<file path="src/hdl/ipc_cfg.svh">
// Purpose: Offsets, field positions, reset values of the pin config block
// Assumes: Byte-wide registers on the internal register port
// Notes: Included by the design modules
`ifndef IPC_CFG_SVH
`define IPC_CFG_SVH
// Register offsets
`define IPC_OFS_COMM_CTRL 8'h31
`define IPC_OFS_PIN_CFG 8'h33
`define IPC_OFS_INT_STATUS 8'h14
// Communication control fields
`define IPC_BIT_SWAP 4
`define IPC_BIT_THREE_WIRE 5
`define IPC_BIT_INDIV_CLR 6
`define IPC_COMM_RD_MASK 8'hfc
// Pin configuration fields
`define IPC_BIT_A_HIGH 2
`define IPC_BIT_A_PP 3
`define IPC_BIT_B_HIGH 6
`define IPC_BIT_B_PP 7
// Reset values
`define IPC_RST_COMM 8'h00
`define IPC_RST_PIN 8'h00
`define IPC_RST_STATUS 8'h00
`endif

</file>
<file path="src/hdl/ipc_pkg.sv">
// Purpose: Shared types of the interrupt pin config block
// Assumes: Constants come from ipc_cfg.svh
// Notes: Types only
package ipc_pkg;
  typedef logic [7:0] ipc_byte_type;
  typedef enum logic [1:0] {
    IPC_PIN_IDLE = 2'b00,
    IPC_PIN_ASSERT = 2'b01
  } ipc_pin_state_type;
endpackage : ipc_pkg

</file>
<file path="src/hdl/ipc_pin_drv.sv">
// Purpose: One interrupt pin driver with polarity and drive mode
// Assumes: Request level is synchronous to core_clk_i
// Notes: Output enable is low while the pin is driven
`timescale 1ns/1ns
`include "ipc_cfg.svh"
module ipc_pin_drv
  import ipc_pkg::*;
(
  // Clock and reset
  input wire logic core_clk_i,
  input wire logic nrst_i,
  // Control
  input wire logic req_i,
  input wire logic active_high_i,
  input wire logic push_pull_i,
  // Pin
  output logic pin_o,
  output logic pin_oe_n_o,
  output logic asserted_o
);
  ipc_pin_state_type state_r, state_nxt;
  logic pin_r, pin_nxt, oe_n_r, oe_n_nxt;

  // Next pin level and enable
  always_comb
  begin
    state_nxt = req_i ? IPC_PIN_ASSERT : IPC_PIN_IDLE;
    // Active level chosen by polarity bit
    pin_nxt = req_i ~^ active_high_i;
    // Open drain drives only the low level
    oe_n_nxt = push_pull_i ? 1'b0 : pin_nxt;
  end

  // Register pin state
  always_ff @(posedge core_clk_i)
  begin
    if (!nrst_i)
    begin
      state_r <= IPC_PIN_IDLE;
      pin_r <= 1'b1;
      oe_n_r <= 1'b1;
    end
    else
    begin
      state_r <= state_nxt;
      pin_r <= pin_nxt;
      oe_n_r <= oe_n_nxt;
    end
  end

  assign pin_o = pin_r;
  assign pin_oe_n_o = oe_n_r;
  assign asserted_o = (state_r == IPC_PIN_ASSERT);
endmodule : ipc_pin_drv

</file>
<file path="src/hdl/ipc_top.sv">
// Purpose: Interrupt pin routing, clear modes and serial pin option
// Assumes: Register port and event inputs synchronous to core_clk_i
// Notes: Event flags come from the motion engines as pulses
`timescale 1ns/1ns
`include "ipc_cfg.svh"
module ipc_top
  import ipc_pkg::*;
#(
  parameter int unsigned GROUP_A_MASK = 8'h0f
)
(
  // Clock and reset
  input wire logic core_clk_i,
  input wire logic nrst_i,
  // Register port
  input wire logic [7:0] reg_addr_i,
  input wire logic reg_wr_i,
  input wire logic reg_rd_i,
  input wire logic [7:0] reg_wdata_i,
  output logic [7:0] reg_rdata_o,
  // Motion event pulses
  input wire logic [7:0] event_set_i,
  // Serial data out path
  input wire logic serial_tx_data_i,
  input wire logic serial_tx_en_i,
  input wire logic serial_out_pin_i,
  output logic serial_out_pin_o,
  output logic serial_out_pin_oe_n_o,
  output logic serial_rx_data_o,
  output logic three_wire_enable_o,
  // Interrupt pins
  output logic irq_pin_a_o,
  output logic irq_pin_a_oe_n_o,
  output logic irq_pin_b_o,
  output logic irq_pin_b_oe_n_o
);
  ipc_byte_type comm_r, comm_nxt, pin_cfg_r, pin_cfg_nxt;
  ipc_byte_type status_r, status_nxt, rdata_r, rdata_nxt;
  logic sout_r, sout_nxt, soe_n_r, soe_n_nxt, srx_r, srx_nxt;
  logic request_group_a, request_group_b, req_a, req_b;
  logic a_asserted, b_asserted;
  logic irq_pin_swap, three_wire_enable, individual_clear_enable;

  // Mask must fit the eight status flags
  if (GROUP_A_MASK > 32'hff)
  begin : g_bad_mask
    $error("GROUP_A_MASK exceeds eight flags");
  end

  function automatic logic hit(input logic [7:0] addr, input logic [7:0] ofs);
    hit = (addr == ofs);
  endfunction : hit

  assign irq_pin_swap = comm_r[`IPC_BIT_SWAP];
  assign three_wire_enable = comm_r[`IPC_BIT_THREE_WIRE];
  assign individual_clear_enable = comm_r[`IPC_BIT_INDIV_CLR];

  // Register writes and status flags, set beats clear
  always_comb
  begin
    comm_nxt = comm_r;
    pin_cfg_nxt = pin_cfg_r;
    status_nxt = status_r;
    if (reg_wr_i && hit(reg_addr_i, `IPC_OFS_COMM_CTRL))
      comm_nxt = reg_wdata_i;
    if (reg_wr_i && hit(reg_addr_i, `IPC_OFS_PIN_CFG))
      pin_cfg_nxt = reg_wdata_i;
    if (reg_wr_i && hit(reg_addr_i, `IPC_OFS_INT_STATUS))
    begin
      if (individual_clear_enable)
        status_nxt = status_r & ~reg_wdata_i;
      else
        status_nxt = `IPC_RST_STATUS;
    end
    status_nxt = status_nxt | event_set_i;
    rdata_nxt = rdata_r;
    if (reg_rd_i)
    begin
      if (hit(reg_addr_i, `IPC_OFS_COMM_CTRL))
        rdata_nxt = comm_r & `IPC_COMM_RD_MASK;
      else if (hit(reg_addr_i, `IPC_OFS_INT_STATUS))
        rdata_nxt = status_r;
      else
        rdata_nxt = 8'h00;
    end
  end

  // Register file
  always_ff @(posedge core_clk_i)
  begin
    if (!nrst_i)
    begin
      comm_r <= `IPC_RST_COMM;
      pin_cfg_r <= `IPC_RST_PIN;
      status_r <= `IPC_RST_STATUS;
      rdata_r <= 8'h00;
    end
    else
    begin
      comm_r <= comm_nxt;
      pin_cfg_r <= pin_cfg_nxt;
      status_r <= status_nxt;
      rdata_r <= rdata_nxt;
    end
  end

  // Group requests and pin routing
  assign request_group_a = |(status_r & GROUP_A_MASK[7:0]);
  assign request_group_b = |(status_r & ~GROUP_A_MASK[7:0]);
  assign req_a = irq_pin_swap ? request_group_b : request_group_a;
  assign req_b = irq_pin_swap ? request_group_a : request_group_b;

  // Pin A driver
  ipc_pin_drv u_pin_a (
    .core_clk_i(core_clk_i),
    .nrst_i(nrst_i),
    .req_i(req_a),
    .active_high_i(pin_cfg_r[`IPC_BIT_A_HIGH]),
    .push_pull_i(pin_cfg_r[`IPC_BIT_A_PP]),
    .pin_o(irq_pin_a_o),
    .pin_oe_n_o(irq_pin_a_oe_n_o),
    .asserted_o(a_asserted)
  );

  // Pin B driver
  ipc_pin_drv u_pin_b (
    .core_clk_i(core_clk_i),
    .nrst_i(nrst_i),
    .req_i(req_b),
    .active_high_i(pin_cfg_r[`IPC_BIT_B_HIGH]),
    .push_pull_i(pin_cfg_r[`IPC_BIT_B_PP]),
    .pin_o(irq_pin_b_o),
    .pin_oe_n_o(irq_pin_b_oe_n_o),
    .asserted_o(b_asserted)
  );

  // Serial out pin: driven always in four-wire, on transmit in three-wire
  always_comb
  begin
    sout_nxt = serial_tx_data_i;
    soe_n_nxt = three_wire_enable ? ~serial_tx_en_i : 1'b0;
    srx_nxt = three_wire_enable ? serial_out_pin_i : srx_r;
  end

  always_ff @(posedge core_clk_i)
  begin
    if (!nrst_i)
    begin
      sout_r <= 1'b0;
      soe_n_r <= 1'b0;
      srx_r <= 1'b0;
    end
    else
    begin
      sout_r <= sout_nxt;
      soe_n_r <= soe_n_nxt;
      srx_r <= srx_nxt;
    end
  end

  assign reg_rdata_o = rdata_r;
  assign serial_out_pin_o = sout_r;
  assign serial_out_pin_oe_n_o = soe_n_r;
  assign serial_rx_data_o = srx_r;
  assign three_wire_enable_o = comm_r[`IPC_BIT_THREE_WIRE];

  // Checks
  AST_SWAP: assert property (@(posedge core_clk_i) disable iff (!nrst_i)
    a_asserted == $past(irq_pin_swap ? request_group_b : request_group_a))
    else $error("pin A routing wrong");
  AST_SWAP_B: assert property (@(posedge core_clk_i) disable iff (!nrst_i)
    b_asserted == $past(irq_pin_swap ? request_group_a : request_group_b))
    else $error("pin B routing wrong");
  AST_THREE_WIRE: assert property (@(posedge core_clk_i) disable iff (!nrst_i)
    !$past(three_wire_enable) |-> !serial_out_pin_oe_n_o)
    else $error("four-wire pin not driven");
  AST_CLR_ALL: assert property (@(posedge core_clk_i) disable iff (!nrst_i)
    reg_wr_i && hit(reg_addr_i, `IPC_OFS_INT_STATUS)
    && !individual_clear_enable |=> status_r == $past(event_set_i))
    else $error("clear all failed");
  AST_CLR_MASK: assert property (@(posedge core_clk_i) disable iff (!nrst_i)
    reg_wr_i && hit(reg_addr_i, `IPC_OFS_INT_STATUS)
    && individual_clear_enable |=> status_r ==
    (($past(status_r) & ~$past(reg_wdata_i)) | $past(event_set_i)))
    else $error("bitmask clear failed");
  AST_RESV_RD: assert property (@(posedge core_clk_i) disable iff (!nrst_i)
    reg_rd_i && hit(reg_addr_i, `IPC_OFS_COMM_CTRL)
    |=> reg_rdata_o[1:0] == 2'b00)
    else $error("reserved bits read nonzero");
  AST_A_LEVEL: assert property (@(posedge core_clk_i) disable iff (!nrst_i)
    $past(req_a) && $past(pin_cfg_r[`IPC_BIT_A_HIGH]) |-> irq_pin_a_o)
    else $error("pin A polarity wrong");
  AST_A_OD: assert property (@(posedge core_clk_i) disable iff (!nrst_i)
    !$past(pin_cfg_r[`IPC_BIT_A_PP]) && irq_pin_a_o |-> irq_pin_a_oe_n_o)
    else $error("pin A drove high in open drain");
  AST_B_LEVEL: assert property (@(posedge core_clk_i) disable iff (!nrst_i)
    $past(req_b) && !$past(pin_cfg_r[`IPC_BIT_B_HIGH]) |-> !irq_pin_b_o)
    else $error("pin B polarity wrong");
  AST_B_OD: assert property (@(posedge core_clk_i) disable iff (!nrst_i)
    !$past(pin_cfg_r[`IPC_BIT_B_PP]) && irq_pin_b_o |-> irq_pin_b_oe_n_o)
    else $error("pin B drove high in open drain");
  AST_EVENT: assert property (@(posedge core_clk_i) disable iff (!nrst_i)
    |event_set_i |=> (status_r & $past(event_set_i)) == $past(event_set_i))
    else $error("event lost");
  AST_PEND: assert property (@(posedge core_clk_i) disable iff (!nrst_i)
    status_r == 8'h00 |=> !a_asserted && !b_asserted)
    else $error("pin asserted with nothing pending");
  COV_SWAP: cover property (@(posedge core_clk_i) irq_pin_swap && a_asserted);
  COV_MASK: cover property (@(posedge core_clk_i)
    individual_clear_enable && reg_wr_i);
  COV_3W: cover property (@(posedge core_clk_i)
    three_wire_enable && serial_tx_en_i);
  COV_B_HIGH: cover property (@(posedge core_clk_i)
    b_asserted && pin_cfg_r[`IPC_BIT_B_HIGH]);
endmodule : ipc_top

</file>
<file path="config.mk">
export PLATFORM = sky130hd
export DESIGN_NAME = ipc_top
export DESIGN_NICKNAME = d
export VERILOG_FILES = /design/src/hdl/ipc_pkg.sv /design/src/hdl/ipc_pin_drv.sv /design/src/hdl/ipc_top.sv
export VERILOG_INCLUDE_DIRS = /design/src /design/src/hdl
export SDC_FILE = /design/constraint.sdc
export NUM_CORES = 1
export LEC_CHECK = 0
export BUFFER_PORTS_ARGS = -buffer_cell sky130_fd_sc_hd__buf_2
export CAP_MARGIN = 20
export CORE_ASPECT_RATIO = 1.1
export CORE_MARGIN = 2
export CORE_UTILIZATION = 45
export CTS_CLUSTER_DIAMETER = 150
export DETAILED_ROUTE_END_ITERATION = 8
export PLACE_DENSITY = 0.78
export SLEW_MARGIN = 15
export SYNTH_ARGS = -nofsm -noshare
export SYNTH_HDL_FRONTEND = slang
export SYNTH_HIERARCHICAL = 1
export SYNTH_SLANG_ARGS = --single-unit
</file>
<file path="constraint.sdc">
create_clock -name core_clk_i -period 1.4 [get_ports core_clk_i]
set_input_delay 0.14 -clock core_clk_i [delete_from_list [all_inputs] [get_ports core_clk_i]]
set_output_delay 0.14 -clock core_clk_i [all_outputs]
set_load 0.05 [all_outputs]
</file>
# Word level (Yosys, flattened, before mapping)
# Index checks and enable logic that the tools add are counted.
[classes]
bitwise_logic = 6
n_mux = 8
n_reduce_logical = 6
eq_ne = 3
[op_table]
columns = ["op", "n"]
rows = [
  ["8-bit 2-to-1 mux", 4],
  ["8-bit by 6-bit equality test with 1-bit output, second input constant", 2],
  ["8-bit AND", 1],
  ["8-bit by 5-bit equality test with 1-bit output, second input constant", 1],
  ["8-bit NOT", 1],
  ["8-bit bitwise OR", 1],
  ["4-bit OR reduction", 2],
  ["1-bit 2-to-1 mux", 4],
  ["1-bit logical AND", 3],
  ["2-bit AND reduction", 1],
  ["1-bit bitwise XNOR", 2],
  ["1-bit NOT", 1],
]
[totals]
elab_cells = 34
inputBits = 31
ff_bits = 39
out_inout_bits = 16

# Depth between registers and ports, before layout
# Gate-level depths: netlist of the first run.
[depth]
depth_word = 5
ltp_mapped = 5
depth_no_buf = 5

# By module
# The synthesis of the first run kept the hierarchy.
[modules_own_cells]
columns = ["module", "area_per_inst_um2", "n_inst", "cells_each"]
rows = [
  ["ipc_top", 1260.0, 1, 140],
  ["ipc_pin_drv", 83.8, 2, 7],
]

# Worst setup path after synthesis of the first run
# No wires, ideal clock.
[synth_timing]
kind = "flip-flop to flip-flop"
start = "register status_r[3]"
end = "register u_pin_a.oe_n_r, in the netlist u_pin_a/pin_oe_n_o"
arrival_ns = 1.203
slack_ns = 0.079
stages_incl_launch_ff = 6
path_cell_list = "dfxtp_1 > or4_1 > nor2_1 > a21oi_1 > xor2_1 > o21ai_1"
[synth_via]
elab_chain_cells = 4
[synth_rtl]
columns = ["element", "line_no", "rtl"]
rows = [
  ["from (decl)", "ipc_top.sv:38", "ipc_byte_type status_r, status_nxt, rdata_r, rdata_nxt;"],
  ["from (signal assigned)", "ipc_top.sv:95", "status_r <= `IPC_RST_STATUS;"],
  ["from (signal assigned)", "ipc_top.sv:102", "status_r <= status_nxt;"],
  ["4-bit OR reduction", "ipc_top.sv:108", "assign request_group_a = |(status_r & GROUP_A_MASK[7:0]);"],
  ["1-bit 2-to-1 mux", "ipc_top.sv:110", "assign req_a = irq_pin_swap ? request_group_b : request_group_a;"],
  ["net req_a", "ipc_top.sv:40", "logic request_group_a, request_group_b, req_a, req_b;"],
  ["1-bit bitwise XNOR", "ipc_pin_drv.sv:29", "pin_nxt = req_i ~^ active_high_i;"],
  ["1-bit 2-to-1 mux", "ipc_pin_drv.sv:31", "oe_n_nxt = push_pull_i ? 1'b0 : pin_nxt;"],
  ["to (signal assigned)", "ipc_pin_drv.sv:47", "oe_n_r <= oe_n_nxt;"],
  ["to (decl)", "ipc_pin_drv.sv:22", "logic pin_r, pin_nxt, oe_n_r, oe_n_nxt;"],
]
# The timed path passes the listed nets, and every way through them passes these cells.
# A chain may end at the register's enable or synchronous reset.

# Final worst setup path of the first run
[layout_timing]
start = "register status_r[3]"
end = "register u_pin_b.oe_n_r, in the netlist u_pin_b/pin_oe_n_o"
[layout_via]
elab_chain_cells = 4
[layout_rtl]
columns = ["element", "line_no", "rtl"]
rows = [
  ["4-bit OR reduction", "ipc_top.sv:108", ""],
  ["1-bit 2-to-1 mux", "ipc_top.sv:111", "assign req_b = irq_pin_swap ? request_group_a : request_group_b;"],
  ["net req_b", "ipc_top.sv:40", ""],
  ["1-bit bitwise XNOR", "ipc_pin_drv.sv:29", ""],
  ["1-bit 2-to-1 mux", "ipc_pin_drv.sv:31", ""],
  ["to (signal assigned)", "ipc_pin_drv.sv:47", ""],
  ["to (decl)", "ipc_pin_drv.sv:22", ""],
]
# The timed path passes the listed nets, and every way through them passes these cells.

==> key figures, run 1 <==
Timing
  – Worst-margin pin slew: ~0.38 ns
  – RSZ-0062 raised after global routing: yes
  – Post-route setup slack: -0.02419 ns
  – Slew Limit Fails: 0
  – Period utilization: 101.7%
  – Post-route setup TNS: -0.02948 ns
  – Fmax: between 0.7 and 0.8 GHz
  – Clock Skew: ~0.0056 ns
  – Final setup viols: 2
  – Relative slew slack: approximately three quarters
  – Final Hold Vio Count: 0
  – Crit path time final: approximately 1.4 ns

Die
  – Initial Util: between 40 and 50%
  – Core ar.: between 2000 and 3000 um^2
  – Core Rows: 21
  – Die ar.: 3514 um^2
  – Top Ports: 47
  – Die height: 61.98 um
  – Chip Width: ~57 um

Status
  – Result of the run: finished with violations
  – Failing checks: negative setup slack

Layout
  – Final net count: roughly 240
  – Ant. Diodes: 0
  – Final instance area: around 1700 um^2
  – P&R area growth vs syn: 26.11%
  – Most frequent cells in the layout: buf_2 (46), dfxtp_1 (32), a21oi_1 (18), nand2_1 (18), o21ai_0 (16)
  – Fraction of layout cells with a size suffix above 1: 32.68%
  – Commonest non-fill, non-tap cell in the layout: buf_2
  – Final Non-Filler Cells: roughly 240
  – FILL cells: roughly 280

Global routing
  – Vias in the first global route: ~1100
  – Initial antenna violation count: 0
  – Largest net degree at the start of global routing: 17
  – Gr ovfl total: 0
  – Total GRT Usage: 18.99%
  – First-pass GRT wire length: 4947 um

Power
  – Peak supply drop: about 570 uV
  – Total power: 1.693 mW
  – Total leakage power: 0.8475 nW
  – Pwr dens: between 900 and 1000 nW/um^2

Synthesis
  – Synth warnings: 6
  – Synthesized area per cell: between 9 and 10 um^2
  – Mapped Area: between 1000 and 1500 um^2
  – Synth Instances: 150
  – Synth Net Count: 181

Setup path
  – Critical path, cell by cell: or4_4 -> nor2_2 -> a21oi_1 -> xor2_1 -> o21ai_1
  – R2R Setup Slk: -0.02 ns
  – Worst reg2reg path startpoint: status_r[3]
  – Arr. time, crit path: roughly 1.6 ns
  – Crit end category: flop
  – CP peak stage delay: between 0.5 and 0.6 ns
  – CP max-delay cell: or4_4
  – WS Path Type: reg2reg
  – Critical path data required time: ~1.6 ns
  – Worst r2r dst: u_pin_b/pin_oe_n_o
  – Critical Path Start Type: flop
  – CP max FO: 2
  – R2R cell count: 5

Clock tree
  – Inserted Clock Buffers: 5
  – H-Tree Depth: 2
  – CTS tree: yes
  – Post-CTS setup buffer count: 0
  – TritonCTS Sinks: 33
  – Root buf cell: clkbuf_4
  – CTS max path bufs: 2
  – Post-CTS Hold Buffers: 0
  – Worst-path clk slew: approximately 0.090 ns
  – Clock latency at the later pin of the worst-skew pair: between 0.3 and 0.4 ns

Worst hold path
  – Worst Hold Launch: serial_tx_data_i
  – HP Class: in2reg
  – Worst Hold Path EP: serial_out_pin_o
  – Worst Hold Depth: 2

Route
  – Vias per std cell: roughly 5.2
  – DR pass1 iterations: 4
  – Final WL: roughly 3100 um
  – DRC Markers: 0
  – DRT iter0 DRCs: 24
  – Post-route ant nets: 0
  – Via count: roughly 1200
  – WL/cell: 12.84 um

Placement
  – Inst Count DP: about 230
  – DP Wirelength: ~2300 um
  – I/O Buffers: 46
  – Area of placed instances: 1678 um^2
  – Routability cong.: 0.7756

Job
  – Max-cap violations: 0
## worst max-delay path: cells and delay by family, from the launching register on
| kind | cells | cell delay, ns |
|---|---|---|
| and+or+nand+nor | 2 | 0.64 |
| DFF | 1 | 0.33 |
| AOI/OAI and AO/OA | 2 | 0.14 |
| xor gates and xnor gates | 1 | 0.19 |
## cell type report
cell class	count	area (um^2)	share of cell area, %
Clock buffer	8	48.80	2.814
Sequential cell	33	661.9	38.17
Timing Repair Buffer	55	297.8	17.17
Inverter	9	33.78	1.948
Multi-Input combinational cell	100	649.4	37.45
Tap cell	34	42.54	2.453
## report_power, final
| part | switching [mW] | internal [mW] | total [mW] |
|---|---|---|---|
| clock network | 0.286 | 0.200 | 0.486 |
| registers | 0.0160 | 0.967 | 0.983 |
| logic | 0.132 | 0.0921 | 0.224 |
| total | 0.434 | 1.26 | 1.69 |
## routing by layer
metal  track usage, %  vias up  wire [um]
met5                0        -          0
met1            21.94      565       1322
met3            5.383       11        196
li1                 -      632          -
met4            11.90        0         86
met2            31.73       41       1464
## how the worst max path moves through the flow
| stage | from | to | depth (start not counted) |
|---|---|---|---|
| floorplan | status_r[3] | u_pin_a/pin_oe_n_o | 5 |
| global placement | status_r[3] | u_pin_a/pin_oe_n_o | 5 |
| detailed placement | status_r[3] | u_pin_b/pin_oe_n_o | 5 |
| CTS | status_r[3] | u_pin_b/pin_oe_n_o | 5 |
| global route | status_r[3] | u_pin_b/pin_oe_n_o | 5 |
| finish | status_r[3] | u_pin_b/pin_oe_n_o | 5 |
## metrics by stage
stage | hold WS [ns] | setup slack (ns) | util [%]
2_1_floorplan | 0.2019 | 0.08866 | -
3_3_place_gp | 0.3508 | 0.01802 | 56.51
3_5_place_dp | 0.3548 | -0.008033 | 56.51
4_1_cts | 0.008924 | -0.02923 | 58.36
5_1_grt | 0.02380 | -0.1073 | 58.41
6_report | 0.01501 | -0.02419 | 58.41
## sequential cells by signal, summed over array words and instances (netlist names)
name	flops
u_pin_a/pin_oe_n_o	1
status_r	8
serial_out_pin_o	1
reg_rdata_o	8
u_pin_b/pin_oe_n_o	1
serial_out_pin_oe_n_o	1
serial_rx_data_o	1
u_pin_a/pin_o	1
u_pin_b/pin_o	1
comm_r	6
pin_cfg_r	4
## repair_timing
item                                    CTS  global route
pin swaps                                 1             1
cloned                                    0             0
hold endpoints to repair                  0             0
resized for setup                         2             1
endpoints found under the setup margin    4             4
(Power assumes the default switching activity.)
==> inputs of run 2 (changes only) <==
- CTS_BUF_LIST: default -> sky130_fd_sc_hd__clkbuf_4
- PLACE_DENSITY: 0.78 -> 0.81
- clock period: 1.4 -> 1.3 ns (I/O delays scaled with it)
==> run 2 against run 1 <==
The run still ends with negative setup slack left. Power rose by 10%. Sequential power up 7%. Worst setup slack worse by 0.067 ns. Critical path depth unchanged. Core utilization grew 1.7 points. Cell area rose by 3.0%. Global-route usage increased by 0.56 points. Non-clock buffer count rose by 5. Critical path type unchanged.
==> key figures, run 2 (synthesis results as in run 1) <==
Route
  – Final WL: 3116 um (+1.5%)
  – DR pass1 iterations: 5 (+1)
  – DRC Markers: 0 (unchanged)
  – WL/cell: 12.82 um (-0.14%)
  – Vias per std cell: 5.177 (-0.94%)
  – DRT iter0 DRCs: 22 (-8.3%)
  – Post-route ant nets: 0 (unchanged)
  – Via count: 1258 (+0.72%)

Die
  – Die ar.: 3514 um^2 (unchanged)
  – Initial Util: 46.31% (unchanged)
  – Core Rows: 21 (unchanged)
  – Die height: 61.98 um (unchanged)
  – Chip Width: 56.71 um (unchanged)
  – Top Ports: 47 (unchanged)
  – Core ar.: 2969 um^2 (unchanged)

Timing
  – Post-route setup slack: -0.09106 ns (-0.06687 ns)
  – RSZ-0062 raised after global routing: yes
  – Relative slew slack: 74.92% (+0.72 points)
  – Crit path time final: 1.391 ns (-0.03313 ns)
  – Slew Limit Fails: 0 (unchanged)
  – Fin Hold WS: 0.03466 ns (+0.01965 ns)
  – Worst-margin pin slew: 0.3758 ns (-0.007729 ns)
  – Clock Skew: 0.01160 ns (+0.005989 ns)
  – Final setup viols: 4 (+2)
  – Final Hold Vio Count: 0 (unchanged)
  – Period utilization: 107.0% (+5.3 points)
  – Fmax: 0.7189 GHz (+2.4%)

Clock tree
  – H-Tree Depth: 2 (unchanged)
  – Clock latency at the later pin of the worst-skew pair: 0.34 ns (about the same)
  – Worst-path clk slew: 0.10 ns (about the same)
  – Inserted Clock Buffers: 5 (unchanged)
  – Root buf cell: clkbuf_4
  – CTS tree: yes
  – TritonCTS Sinks: 33 (unchanged)
  – CTS max path bufs: 2 (unchanged)

Global routing
  – Vias in the first global route: 1112 (-3.2%)
  – Total GRT Usage: 19.55% (+0.56 points)
  – First-pass GRT wire length: 5023 um (+1.5%)
  – Gr ovfl total: 0 (unchanged)
  – Largest net degree at the start of global routing: 29 (+12)
  – Initial antenna violation count: 0 (unchanged)

Placement
  – DP Wirelength: 2387 um (+3.8%)
  – Routability cong.: 0.7410 (-4.5%)
  – Pre-CTS setup slack: -0.05210 ns (-0.04407 ns)
  – I/O Buffers: 46 (unchanged)

Layout
  – Sequential cell area: 660.6 um^2 (-0.19%)
  – Area occupied by multi-input gates: 649.4 um^2 (unchanged)
  – Final net count: 240 (+2.1%)
  – Fraction of layout cells with a size suffix above 1: 33.97% (+1.3 points)
  – P&R area growth vs syn: 29.85%
  – Commonest non-fill, non-tap cell in the layout: buf_2
  – Most frequent cells in the layout: buf_2 (46), dfxtp_1 (33), a21oi_1 (18), nand2_1 (18), o21ai_0 (16)
  – FILL cells: 284 (+0.71%)
  – Final core utilization: 60.13% (+1.7 points)
  – Ant. Diodes: 0 (unchanged)

Setup path
  – Critical path data required time: 1.52 ns (-0.09 ns)
  – Critical Path Start Type: flop
  – CP max FO: 2 (unchanged)
  – WS Path Type: reg2reg
  – Crit end category: flop
  – Arr. time, crit path: 1.61 ns (-0.02 ns)

Power
  – Power share of the sequential group: 56.6% (-1.5 points)
  – NetSw: 0.4920 mW (+13%)
  – Total power: 1.864 mW (+10%)
  – Int Power: 1.372 mW (+9.0%)
  – Peak supply drop: 905.6 uV (+58%)
  – Total leakage power: 0.8785 nW (+3.7%)
  – Switching Share: 26.39% (+0.74 points)
  – Pwr dens: 1044 nW/um^2 (+6.9%)
  – Combinational share of power: 14.1% (+0.8 points)
  – Clock power share: 29.4% (+0.7 points)

Worst hold path
  – HP Class: in2reg

Job
  – Max-cap violations: 0 (unchanged)

Status
  – Failing checks: negative setup slack
  – Result of the run: finished with violations
[run 2: cell types whose count changed in the layout (fill, tap and decap cells not counted)]
cell	change
buf_4	+3
dfxtp_2	-1
clkinv_1	+1
buf_12	+1
dfxtp_1	+1
clkbuf_1	-3
clkbuf_4	+1
dlygate4sd3_1	+1
[run 2: timing repair]
action	in CTS	in global routing
hold buffers	1	0
gates resized for setup	1	1
pin swaps	0	2
hold endpoints to repair	1	0
setup endpoints to repair	4	4
buffers inserted	0	0
[run 2: metal layers]
| metal | wire length [um] | GRT usage, % | vias up | share of wire, % |
|---|---|---|---|---|
| met5 | 0 | 0 | - | 0 |
| met3 | 202 | 6.832 | 5 | 6.5 |
| met4 | 57 | 8.163 | 0 | 1.8 |
| met1 | 1340 | 23.56 | 568 | 43 |
| li1 | - | - | 641 | - |
| met2 | 1516 | 32.39 | 44 | 49 |
[run 2: metrics by stage]
stage	cells	area [um^2]	setup TNS, ns
final	243	1785	-0.2738
after global routing	243	1785	-0.6944
after CTS	243	1783	-0.1923
after detailed placement	235	1720	-0.1785
after global placement	235	1720	-0.1462
after floorplan	150	1375	-0.03066
[run 2: path summary, 6_finish.rpt]
path | start | endpoint | slack [ns] | cells after the start
worst min register to register | pin_cfg_r[3] | u_pin_a/pin_oe_n_o | 0.44 | 1
worst max-delay path | status_r[3] | u_pin_b/pin_oe_n_o | -0.09 | 5
worst min-delay path | reg_wdata_i[5] | comm_r[5] | 0.03 | 3
worst max register to register | status_r[3] | u_pin_b/pin_oe_n_o | -0.09 | 5
[run 2: critical path, cell delays in order (launching register included)]
cell and delay, ns:
dfxtp_1 0.32, or4_4 0.54, nor2_2 0.09, a21oi_1 0.05, xor2_1 0.19, o21ai_1 0.07
[run 2: power by group through the flow]
| stage | clock, mW | sequential (mW) | combinational (mW) |
|---|---|---|---|
| 6_report | 0.548 | 1.05 | 0.262 |
| 5_1_grt | 0.597 | 1.06 | 0.290 |
| 4_1_cts | 0.561 | 1.05 | 0.263 |
| 3_5_place_dp | 0 | 1.08 | 0.258 |
| 3_3_place_gp | 0 | 1.08 | 0.255 |
| 2_1_floorplan | 0 | 1.12 | 0.0913 |
[run 2: cell type report]
type	instances	share of cell area [%]
sequential	33	37.00
clock buffer	6	2.523
timing repair buffer	60	19.62
tap	34	2.383
clock inverter	1	0.2102
inverter	9	1.892
multi-input combinational	100	36.37
